### src/tape_ctl_map.svh
`ifndef TAPE_CTL_MAP_SVH
`define TAPE_CTL_MAP_SVH

// ----------------------------------------------------------------
// register offsets (byte addresses, one word each)
// ----------------------------------------------------------------
`define CTRL_OFS 8'h00
`define STATUS_OFS 8'h04
`define RDATA_OFS 8'h08
`define CLRERR_OFS 8'h0c

// ----------------------------------------------------------------
// control register fields
// ----------------------------------------------------------------
`define CTRL_READ_BIT 0
`define CTRL_REV_BIT 1
`define CTRL_TRACK_WR_BIT 2
`define CTRL_DATA_WREN_BIT 3
`define CTRL_START_BIT 4
`define CTRL_DELAY_BIT 5
`define CTRL_RESET 6'h00

// ----------------------------------------------------------------
// status register fields
// ----------------------------------------------------------------
`define STAT_INFO_ERR_BIT 0
`define STAT_MARK_ERR_BIT 1
`define STAT_CHECK_EN_BIT 2
`define STAT_ACTIVE_BIT 3
`define STAT_TRACK_EN_BIT 4

// ----------------------------------------------------------------
// widths, presets and timing
// ----------------------------------------------------------------
`define BYTE_W 6
`define HALF_W 3
`define RING_W 6
`define SLOT_W 8
`define RING_PRESET 6'h20
`define SLOT_CHECK_STAGE 7
`define CLK_HZ 20000000
`define TRACK_CLK_NS 2500
`define TRACK_CLK_DIV ((`TRACK_CLK_NS * (`CLK_HZ / 1000000)) / 1000)

`endif

### src/tape_pkg.sv
package tape_pkg;
    // link state of the data transfer engine
    typedef enum logic [1:0] {
        st_null,
        st_request,
        st_active
    } xfer_state_t;
    // mark track window codes, decoded upstream
    typedef enum logic [2:0] {
        mk_none,
        mk_bm_space,
        mk_bm_sync,
        mk_data_sync,
        mk_data_end,
        mk_other
    } mark_code_t;
endpackage : tape_pkg

### src/pulse_if.sv
`timescale 1ns/1ps
// time pulse bundle between the pulse chain and the main logic
interface pulse_if;
    logic tp1;
    logic tp2;
    logic tp3;
    logic tp4;
    modport src (output tp1, output tp2, output tp3, output tp4);
    modport dst (input tp1, input tp2, input tp3, input tp4);
endinterface : pulse_if

### src/tape_read_and_mark_check.sv
`timescale 1ns/1ps
`include "tape_ctl_map.svh"
// Notes on behaviour
// - tp1 active read strobes first or second half
// - reverse loads complemented data, no reorder
// - assembled byte gives forward or reverse pulse
// - clear tp3, strobe tp1, transfer as count turns odd
// - no transfer pulse during checksum slot
// - xor all bytes; nonzero at stage 7 errors
// - gated internal clock drives gray divide by four
// - first gray bit edges drive time pulses
// - tape timing pulses blocked in track mode
// - mark window frozen in track mode
// - track mode: null, then active directly
// - track mode requests bytes, slot cannot suppress
// - mark track copies channel 0 data
// - track write enable needs three conditions
// - ring of six shifts tp2 except space or track mode
// - nonzero delay clear resets check enable
// - stage three preset ring, then enable checking
// - mark presence must match ring stage one
// - mark error sets info error on tp2
// - tp3 after sync resets check enable
// - eight stage data slot shift register
module tape_read_and_mark_check
    import tape_pkg::*;
(
    input wire logic clk_i,
    input wire logic rst_i,
    // classic wishbone slave
    input wire logic wb_cyc_i,
    input wire logic wb_stb_i,
    input wire logic wb_we_i,
    input wire logic [7:0] wb_adr_i,
    input wire logic [3:0] wb_sel_i,
    input wire logic [31:0] wb_dat_i,
    output logic [31:0] wb_dat_o,
    output logic wb_ack_o,
    // tape side
    input wire logic timing_pin_i,
    input wire logic [`HALF_W-1:0] read_amp_i,
    input wire mark_code_t window_code_i,
    input wire logic block_mark_stage_three_i,
    input wire logic track_switch_off_i,
    input wire logic [`BYTE_W-1:0] write_byte_i,
    // channel controller side
    output logic [`BYTE_W-1:0] read_byte_o,
    output logic xfer_fwd_o,
    output logic xfer_rev_o,
    output logic byte_request_o,
    // track writing
    output logic timing_track_o,
    output logic mark_track_o,
    output logic track_format_write_enable_o,
    output logic track_head_relay_o,
    output logic window_shift_o
);
    // ------------------------------------------------------------
    // internal state
    // ------------------------------------------------------------
    pulse_if tp_bus (); // time pulse bundle
    logic [5:0] ctrl_reg; // software control word
    logic read_mode; // read selected
    logic reverse; // tape moving reverse
    logic track_format_write_cmd; // track write mode level
    logic data_write_enable; // no write lock
    logic command_clear_pulse; // start pulse from software
    logic delay_nonzero; // command given with delay
    xfer_state_t state_reg; // null, request, active
    logic [`BYTE_W-1:0] assembly_buffer; // byte being built
    logic [`BYTE_W-1:0] longitudinal_buffer; // running xor
    logic count_reg; // 1 = odd, 0 = even
    logic [`SLOT_W-1:0] slot_reg; // data slot shift register
    logic checksum_slot; // stage 1 or 6 holds the one
    logic xfer_go; // byte completes this tp2
    logic information_error_flag; // sticky read error
    logic mark_error_level; // from checker
    logic mark_check_enable; // from checker
    logic [`HALF_W-1:0] half_in; // direct or complement
    logic wb_hit; // new bus request
    logic clr_err; // software clear of error

    assign read_mode = ctrl_reg[`CTRL_READ_BIT];
    assign reverse = ctrl_reg[`CTRL_REV_BIT];
    assign track_format_write_cmd = ctrl_reg[`CTRL_TRACK_WR_BIT];
    assign data_write_enable = ctrl_reg[`CTRL_DATA_WREN_BIT];
    assign delay_nonzero = ctrl_reg[`CTRL_DELAY_BIT];

    // ------------------------------------------------------------
    // helper modules
    // ------------------------------------------------------------
    pulse_chain u_chain (
        .clk_i(clk_i),
        .rst_i(rst_i),
        .track_mode_i(track_format_write_cmd),
        .timing_pin_i(timing_pin_i),
        .tp(tp_bus.src)
    );

    mark_check u_check (
        .clk_i(clk_i),
        .rst_i(rst_i),
        .tp(tp_bus.dst),
        .command_clear_pulse_i(command_clear_pulse),
        // the new command's delay bit, not the word it replaces
        .delay_nonzero_i(wb_dat_i[`CTRL_DELAY_BIT]),
        .track_mode_i(track_format_write_cmd),
        .window_i(window_code_i),
        .block_mark_stage_three_i(block_mark_stage_three_i),
        .mark_error_level_o(mark_error_level),
        .mark_check_enable_o(mark_check_enable)
    );

    // ------------------------------------------------------------
    // wishbone slave, ack one cycle after the strobe
    // ------------------------------------------------------------
    assign wb_hit = wb_cyc_i && wb_stb_i && !wb_ack_o;
    assign command_clear_pulse = wb_hit && wb_we_i && wb_sel_i[0] &&
        (wb_adr_i == `CTRL_OFS) && wb_dat_i[`CTRL_START_BIT];
    assign clr_err = wb_hit && wb_we_i && wb_sel_i[0] &&
        (wb_adr_i == `CLRERR_OFS) && wb_dat_i[`STAT_INFO_ERR_BIT];

    // control word, start bit is a pulse and never stored
    always_ff @(posedge clk_i) begin
        if (rst_i) begin
            ctrl_reg <= `CTRL_RESET;
        end else if (wb_hit && wb_we_i && wb_sel_i[0] &&
                     wb_adr_i == `CTRL_OFS) begin
            ctrl_reg <= wb_dat_i[5:0] & 6'h2f;
        end
    end

    // ack and read mux; unmapped reads return zero
    always_ff @(posedge clk_i) begin
        if (rst_i) begin
            wb_ack_o <= 1'b0;
            wb_dat_o <= 32'h0000_0000;
        end else begin
            wb_ack_o <= wb_hit;
            wb_dat_o <= 32'h0000_0000;
            if (wb_hit && !wb_we_i) begin
                case (wb_adr_i)
                    `CTRL_OFS: wb_dat_o <= {26'h0, ctrl_reg};
                    `STATUS_OFS: wb_dat_o <= {27'h0,
                        track_format_write_enable_o,
                        state_reg == st_active, mark_check_enable,
                        mark_error_level, information_error_flag};
                    `RDATA_OFS: wb_dat_o <= {26'h0, read_byte_o};
                    default: wb_dat_o <= 32'h0000_0000;
                endcase
            end
        end
    end

    // ------------------------------------------------------------
    // transfer state
    // ------------------------------------------------------------
    // start enters null; track mode goes active skipping request
    always_ff @(posedge clk_i) begin
        if (rst_i) begin
            state_reg <= st_null;
        end else if (command_clear_pulse) begin
            state_reg <= st_null;
        end else begin
            case (state_reg)
                st_null: begin
                    if (delay_nonzero && tp_bus.tp2)
                        state_reg <= track_format_write_cmd ?
                            st_active : st_request;
                end
                st_request: begin
                    if (track_format_write_cmd)
                        state_reg <= st_null;
                    else if (slot_reg[1] && tp_bus.tp2)
                        state_reg <= st_active;
                end
                st_active: state_reg <= st_active;
                default: state_reg <= st_null;
            endcase
        end
    end

    // ------------------------------------------------------------
    // data slot register
    // ------------------------------------------------------------
    // shifts on tp2 for data codes; frozen with the window
    always_ff @(posedge clk_i) begin
        if (rst_i) begin
            slot_reg <= 8'h00;
        end else if (tp_bus.tp2 && !track_format_write_cmd &&
                     (window_code_i == mk_data_sync ||
                      window_code_i == mk_data_end)) begin
            slot_reg <= {slot_reg[`SLOT_W-2:0],
                window_code_i == mk_data_sync};
        end
    end
    assign checksum_slot = slot_reg[1] || slot_reg[6];

    // ------------------------------------------------------------
    // read datapath
    // ------------------------------------------------------------
    // complement only; halves swapped by the far side
    assign half_in = reverse ? ~read_amp_i : read_amp_i;
    // transfer on tp2 when count turns odd, not in a checksum
    assign xfer_go = tp_bus.tp2 && !count_reg && read_mode &&
        state_reg == st_active && !checksum_slot;

    // byte assembly: clear tp3, strobes on tp1
    always_ff @(posedge clk_i) begin
        if (rst_i) begin
            assembly_buffer <= 6'h00;
            count_reg <= 1'b1;
        end else if (state_reg != st_active) begin
            count_reg <= 1'b1;
        end else begin
            // clear only after a handover, else the first half is lost
            if (tp_bus.tp3 && count_reg)
                assembly_buffer <= 6'h00;
            if (tp_bus.tp1 && read_mode) begin
                if (count_reg)
                    assembly_buffer[5:3] <= half_in;
                else
                    assembly_buffer[2:0] <= half_in;
            end
            if (tp_bus.tp2)
                count_reg <= ~count_reg;
        end
    end

    // hand byte over with direction pulse
    always_ff @(posedge clk_i) begin
        if (rst_i) begin
            read_byte_o <= 6'h00;
            xfer_fwd_o <= 1'b0;
            xfer_rev_o <= 1'b0;
        end else begin
            xfer_fwd_o <= xfer_go && !reverse;
            xfer_rev_o <= xfer_go && reverse;
            if (xfer_go)
                read_byte_o <= assembly_buffer;
        end
    end

    // checksum accumulates every byte, checksum slots too
    always_ff @(posedge clk_i) begin
        if (rst_i || (state_reg != st_active && command_clear_pulse)) begin
            longitudinal_buffer <= 6'h00;
        end else if (tp_bus.tp2 && !count_reg && read_mode &&
                     state_reg == st_active) begin
            longitudinal_buffer <= longitudinal_buffer ^
                assembly_buffer;
        end
    end

    // sticky error: set wins over software clear
    always_ff @(posedge clk_i) begin
        if (rst_i) begin
            information_error_flag <= 1'b0;
        end else if ((read_mode && slot_reg[`SLOT_CHECK_STAGE] &&
                      tp_bus.tp2 && longitudinal_buffer != 6'h00) ||
                     (tp_bus.tp2 && mark_error_level)) begin
            information_error_flag <= 1'b1;
        end else if (clr_err) begin
            information_error_flag <= 1'b0;
        end
    end

    // ------------------------------------------------------------
    // track writing outputs
    // ------------------------------------------------------------
    always_ff @(posedge clk_i) begin
        if (rst_i) begin
            byte_request_o <= 1'b0;
            timing_track_o <= 1'b0;
            mark_track_o <= 1'b0;
            track_format_write_enable_o <= 1'b0;
            track_head_relay_o <= 1'b0;
            window_shift_o <= 1'b0;
        end else begin
            // slot register cannot veto requests in track mode
            byte_request_o <= tp_bus.tp4 && count_reg && !read_mode &&
                state_reg == st_active &&
                (track_format_write_cmd || !checksum_slot);
            if (tp_bus.tp1 || tp_bus.tp3)
                timing_track_o <= ~timing_track_o;
            mark_track_o <= track_format_write_cmd &&
                write_byte_i[0];
            track_format_write_enable_o <= data_write_enable &&
                !track_switch_off_i && track_format_write_cmd;
            track_head_relay_o <= !track_switch_off_i;
            window_shift_o <= tp_bus.tp1 &&
                !track_format_write_cmd;
        end
    end
endmodule : tape_read_and_mark_check

### src/pulse_chain.sv
`timescale 1ns/1ps
`include "tape_ctl_map.svh"
module pulse_chain
    import tape_pkg::*;
(
    input wire logic clk_i,
    input wire logic rst_i,
    input wire logic track_mode_i,
    input wire logic timing_pin_i,
    pulse_if.src tp
);
    // --------------------------------------------------------
    // synchroniser and internal track clock
    // --------------------------------------------------------
    logic [2:0] sync_reg; // pin synchroniser, stage 0 unread here
    logic tape_edge; // agreed change of timing track
    logic last_reg; // last agreed level
    logic [15:0] div_reg; // internal clock divider
    logic [1:0] gray_reg; // 00,01,11,10 divider
    logic gray_b1_d_reg; // previous first bit
    logic kick; // one step of the chain
    logic [1:0] phase_reg; // which pulse comes next

    // three flops; change counts when stages 1 and 2 agree
    always_ff @(posedge clk_i) begin
        if (rst_i) begin
            sync_reg <= 3'h0;
            last_reg <= 1'b0;
        end else begin
            sync_reg <= {sync_reg[1:0], timing_pin_i};
            if (sync_reg[1] == sync_reg[2])
                last_reg <= sync_reg[2];
        end
    end
    assign tape_edge = (sync_reg[1] == sync_reg[2]) &&
                       (sync_reg[2] != last_reg);

    // internal clock runs only with the mode level
    always_ff @(posedge clk_i) begin
        if (rst_i || !track_mode_i) begin
            div_reg <= 16'h0000;
            gray_reg <= 2'h0;
        end else if (div_reg == 16'(`TRACK_CLK_DIV - 1)) begin
            div_reg <= 16'h0000;
            gray_reg <= {gray_reg[0], ~gray_reg[1]};
        end else begin
            div_reg <= div_reg + 16'h0001;
        end
    end

    always_ff @(posedge clk_i) begin
        if (rst_i)
            gray_b1_d_reg <= 1'b0;
        else
            gray_b1_d_reg <= gray_reg[1];
    end

    // tape pulses blocked in track mode, substitute used instead
    assign kick = track_mode_i ? (gray_reg[1] != gray_b1_d_reg)
                               : tape_edge;

    // four repeating pulses, one cycle wide
    always_ff @(posedge clk_i) begin
        if (rst_i) begin
            phase_reg <= 2'h0;
            tp.tp1 <= 1'b0;
            tp.tp2 <= 1'b0;
            tp.tp3 <= 1'b0;
            tp.tp4 <= 1'b0;
        end else begin
            tp.tp1 <= kick && (phase_reg == 2'h0);
            tp.tp2 <= kick && (phase_reg == 2'h1);
            tp.tp3 <= kick && (phase_reg == 2'h2);
            tp.tp4 <= kick && (phase_reg == 2'h3);
            if (kick)
                phase_reg <= phase_reg + 2'h1;
        end
    end
endmodule : pulse_chain

### src/mark_check.sv
`timescale 1ns/1ps
`include "tape_ctl_map.svh"
module mark_check
    import tape_pkg::*;
(
    input wire logic clk_i,
    input wire logic rst_i,
    pulse_if.dst tp,
    input wire logic command_clear_pulse_i,
    input wire logic delay_nonzero_i,
    input wire logic track_mode_i,
    input wire mark_code_t window_i,
    input wire logic block_mark_stage_three_i,
    output logic mark_error_level_o,
    output logic mark_check_enable_o
);
    // --------------------------------------------------------
    // ring counter and check enable
    // --------------------------------------------------------
    logic [`RING_W-1:0] mark_ring_counter; // single travelling one
    logic legit_mark_level; // any valid code in window
    logic space_in_win; // block mark space code
    logic stage3_d_reg; // stage three delayed a pulse three
    logic sync_seen_reg; // block mark sync seen

    assign space_in_win = (window_i == mk_bm_space);
    assign legit_mark_level = (window_i != mk_none);

    // ring shift on pulse two, preset on pulse three
    always_ff @(posedge clk_i) begin
        if (rst_i) begin
            mark_ring_counter <= `RING_PRESET;
        end else if (tp.tp3 && block_mark_stage_three_i &&
                     !stage3_d_reg && space_in_win) begin
            mark_ring_counter <= `RING_PRESET;
        end else if (tp.tp2 && !space_in_win && !track_mode_i) begin
            mark_ring_counter <= {mark_ring_counter[0],
                mark_ring_counter[`RING_W-1:1]};
        end
    end

    // edge memory of stage three, sampled on pulse three; sync caught on any cycle, cleared on pulse three
    always_ff @(posedge clk_i) begin
        if (rst_i) begin
            stage3_d_reg <= 1'b0;
            sync_seen_reg <= 1'b0;
        end else begin
            if (tp.tp3)
                stage3_d_reg <= block_mark_stage_three_i;
            if (window_i == mk_bm_sync)
                sync_seen_reg <= 1'b1;
            else if (tp.tp3)
                sync_seen_reg <= 1'b0;
        end
    end

    // check enable: clear wins only through explicit order here
    always_ff @(posedge clk_i) begin
        if (rst_i) begin
            mark_check_enable_o <= 1'b0;
        end else if (command_clear_pulse_i && delay_nonzero_i) begin
            mark_check_enable_o <= 1'b0;
        end else if (tp.tp3 && sync_seen_reg) begin
            mark_check_enable_o <= 1'b0;
        end else if (tp.tp3 && block_mark_stage_three_i &&
                     stage3_d_reg && !space_in_win) begin
            mark_check_enable_o <= 1'b1;
        end
    end

    // error when mark presence disagrees with ring stage one
    always_ff @(posedge clk_i) begin
        if (rst_i)
            mark_error_level_o <= 1'b0;
        else
            mark_error_level_o <= mark_check_enable_o && !track_mode_i &&
                (legit_mark_level != mark_ring_counter[`RING_W-1]);
    end
endmodule : mark_check

### config.mk
export PLATFORM = sky130hd
export DESIGN_NAME = tape_read_and_mark_check
export DESIGN_NICKNAME = d
export VERILOG_FILES = /design/src/tape_pkg.sv /design/src/pulse_if.sv /design/src/tape_read_and_mark_check.sv /design/src/pulse_chain.sv /design/src/mark_check.sv
export VERILOG_INCLUDE_DIRS = /design/src
export SDC_FILE = /design/constraint.sdc
export NUM_CORES = 1
export LEC_CHECK = 0
export BUFFER_PORTS_ARGS = -buffer_cell sky130_fd_sc_hd__buf_2
export CORE_ASPECT_RATIO = 1.25
export CORE_UTILIZATION = 55
export DETAILED_ROUTE_END_ITERATION = 12
export PLACE_DENSITY = 0.9
export SLEW_MARGIN = 20
export SYNTH_ARGS = -nofsm -noshare
export SYNTH_HDL_FRONTEND = slang
export SYNTH_SLANG_ARGS = --single-unit
### constraint.sdc
create_clock -name clk_i -period 3 [get_ports clk_i]
set_clock_uncertainty 0.15 [all_clocks]
set_input_delay 0.3 -clock clk_i [delete_from_list [all_inputs] [get_ports clk_i]]
set_output_delay 0.3 -clock clk_i [all_outputs]
set_load 0.02 [all_outputs]
==> results.env <==
COUNT_OF_INPUT_AND_OUTPUT_BUFFERS=50
FLOORPLAN.DIE_AREA_UM2=7410
WORST_SLACK_PS=1076
FINALWEIGHTEDCONGESTION=0.8173
DP.FINAL_HPWL_MM=5.221
SYNTHADDERAREAFRAC_PCT=1.931
MAX_STAGE_DELAY_PS=500
ROW_COUNT=33
WL_MM=7.430
YOSYS.CELL_TYPES.COUNT=53
SYNTHSIMPLEGATEAREAFRAC_PCT=23.30
SYNTH.AVG_CELL_AREA_UM2=9.256
GRT_REMAINING_OVERFLOW=0
WL_PER_CELL_UM=13.29
DIE_EXTENT_IN_Y_UM=96.00
CLOCK_PATH_BUFFERS=2
SYNTH_TOP_FAMILY_BY_AREA='simple AND/OR/NAND/NOR gates'
ANT_NETS=0
SYNTH_EDF_COUNT=0
WIRE_LENGTH_OF_THE_FIRST_GLOBAL_ROUTING_PASS_MM=12.41
DIODES=0
FINISH.UTILIZATION_PCT=64.10
CTSROOTBUFFERMASTER='clkbuf_8'
CRITPATHKIND='register to register'
YOSYS_REGISTER_BITS=89
CTS_HOLD_BUFFERS=4
CRITICAL_PATH.CELL_CHAIN='nor3b_2, and3_1, mux2i_1, nor2_1'
TIMING.FINAL.MAX_SLEW_VIOLATIONS=0
CP-START-KIND='register'
CRITICAL_PATH.TOP_DELAY_FAMILY='simple AND/OR/NAND/NOR gates'
PLACED_AREA_UM2=4046
CRITPATHBUFINV=0
GRT_SETUP_UNREPAIRED='no'
TIGHTESTPINTRANSITION_PS=569.2
AVGVIACOUNTPERCELL=5.267
FIN_CRIT_PS=1924
FIRST_GLOBAL_VIAS=2856
CELL_WITH_THE_LARGEST_STAGE_DELAY_ON_THE_WORST_PATH='and3_1'
HOLDCRITPATHCLASS='input port to register'
NUMBER_OF_LEVELS_THE_H_TREE_WAS_SPLIT_INTO=3
TOTALPOWERFINAL_mW=2.115
ASYNCSETRESETFLOPFRACSYNTH_PCT=0
GRT_USAGE_PCT=21.72
CTS_MADE_BUFFERS=9
WORST_SETUP_HOLD_PATH_CLK_SLEW_PS=80
DR.FIRST_ITER.DRC_COUNT=170
CORE_UM2=6689
SYNTH_FLOP_CELL='dfxtp_1'
POST_SYNTH_DESIGN_CELL_AREA_UM2=3887
ROUTED-VIA-COUNT=2944
DP_SLACK_PS=1078
N_FILL_CELL=544
INITIAL_CORE_UTIL_PCT=58.12
NUM-NETS-FINAL=537
LARGEST_REG_FLOPS=16
FLOORPLAN_DIE_WIDTH_UM=77.20
POWER_PER_CELL_AREA_nW_PER_UM2=493.2
STATIC-LEAKAGE-POWER_nW=1.714
SYNTH_XOR_XNOR_AREA_SHARE_PCT=6.083
VDD_DROP_MAX_uV=314.0
HOLD_VIOL_FINAL=0
DRT_PRE_ANTENNA_ITERS=6
ARRIVAL_PS=2010
CLK-INSERTION-DELAY-LATE_PS=370
MAX_SLEW_MARGIN_PCT=61.91
FINAL_MIN_PERIOD_OVER_CLOCK_PERIOD_PCT=64.12
CP-END-KIND='register'
CAP_VIOLATIONS=0
CTS.SINK_COUNT=89
DRC=0
NETLIST_INSTANCES=420
POST_CTS_BUFFERS=0
DESIGN_AREA_UM2=4288
YS.WARNINGS.COUNT=0
GRT_MAX_DEGREE=30
ANTENNA_FOUND_INITIAL=0
CP_MAX_FO=8
FIN_TNS_SETUP_PS=0
CRITICAL_PATH_REQUIRED_PS=3090
RUN_STATUS='finished clean'
FRACTION_OF_SYNTHESIZED_AREA_IN_MULTIPLEXERS_PCT=6.984
AREA.GROWTH.SYNTH_TO_FINAL_PCT=10.30
CTS_TREE='done'
MAX_CLOCK_FREQ_GHz=0.5198
SYNTH_COMPOUND_GATE_AREA_SHARE_PCT=7.145
FINALSETUPVIOLATIONS=0
POST_CTS_RESIZED=0
SYNTH_SEQ_AREA_SHARE_PCT=45.83
DESIGN.PORTCOUNT=111
POST_ROUTE_CELLS_DRIVE_ABOVE_1_SHARE_PCT=16.10
placed cells by master, fill, tap and decap left out, types with 4 or more instances in the layout:
cell type and n:
nor3_1 6, inv_1 9, dlygate4sd3_1 4, xnor2_1 12, mux2i_1 26, ha_1 6, nand2b_1 6, nand4_1 7
nor2b_1 9, a21oi_1 16, nand2_1 25, nor3b_1 11, nor2_1 72, xor2_1 15, dfxtp_1 89, clkbuf_8 9
nor4_1 7, nand3_1 11, conb_1 26, buf_2 50
final timing paths:
check	to	cells past startpoint	slack [ps]	startpoint
min reg2reg	u_chain.sync_reg[1]	1	300	u_chain.sync_reg[0]
min	u_check.mark_check_enable_o	2	20	wb_dat_i[4]
max reg2reg	read_byte_o[5]	4	1080	state_reg[1]
max	read_byte_o[5]	4	1080	state_reg[1]
kinds of logic (layout without fill, tap and decap cells):
family | after synthesis | count (layout)
AND/OR/NAND/NOR | 175 | 175
flip-flops | 89 | 89
buffers and inverters | 53 | 80
AO/OA/AOI/OAI | 42 | 42
XOR/XNOR | 27 | 27
multiplexers | 27 | 27
adder cells (fa/ha/maj) | 6 | 6
other | 1 | 26
cells in the mapped netlist, drive strengths merged (4+ instances only):
library cell  instances  area (um2)
buf                  31       231.5
ha                    6       75.07
nand2b                6       37.54
nand4                 7       43.79
nor2                 72       270.3
o21ai                 4       23.77
clkbuf               13       70.07
nor3b                12       95.09
nor4                  8       65.06
nor3                  7       40.04
a21oi                16       80.08
xnor2                12       105.1
nor2b                 9       56.30
mux2i                26       260.3
nand3                11       55.05
dfxtp                89        1782
nand2                25       93.84
xor2                 15       131.4
inv                   9       33.78
where the power goes:
part	internal [mW]	switching, mW
combinational	0.0311	0.0683
clock	0.393	0.436
sequential	1.18	0.00207
total	1.61	0.507
layout make-up:
class	count	area, um2	share of cell area (%)
clock buffers	9	123.9	2.889
clock inverters	7	77.57	1.809
inverters	9	33.78	0.7879
multi-input cells	303	1864	43.48
flip-flops and latches	89	1782	41.55
well taps	87	108.9	2.539
repair buffers	55	297.8	6.945
routing by layer:
metal  vias up  track usage [%]  wire [um]
li1       1464                -          -
met1      1354            23.53       3069
met2        98            38.35       3681
met3        28            6.161        381
met4         0            12.11        298
met5         -                0          0
metrics by stage:
stage	hold WS (ps)	std cells
4_1_cts	7.345	559
3_3_place_gp	276.8	539
6_report	20.40	559
2_1_floorplan	230.2	445
5_1_grt	16.89	559
3_5_place_dp	284.5	539
Power figures use the tool's default switching activity.
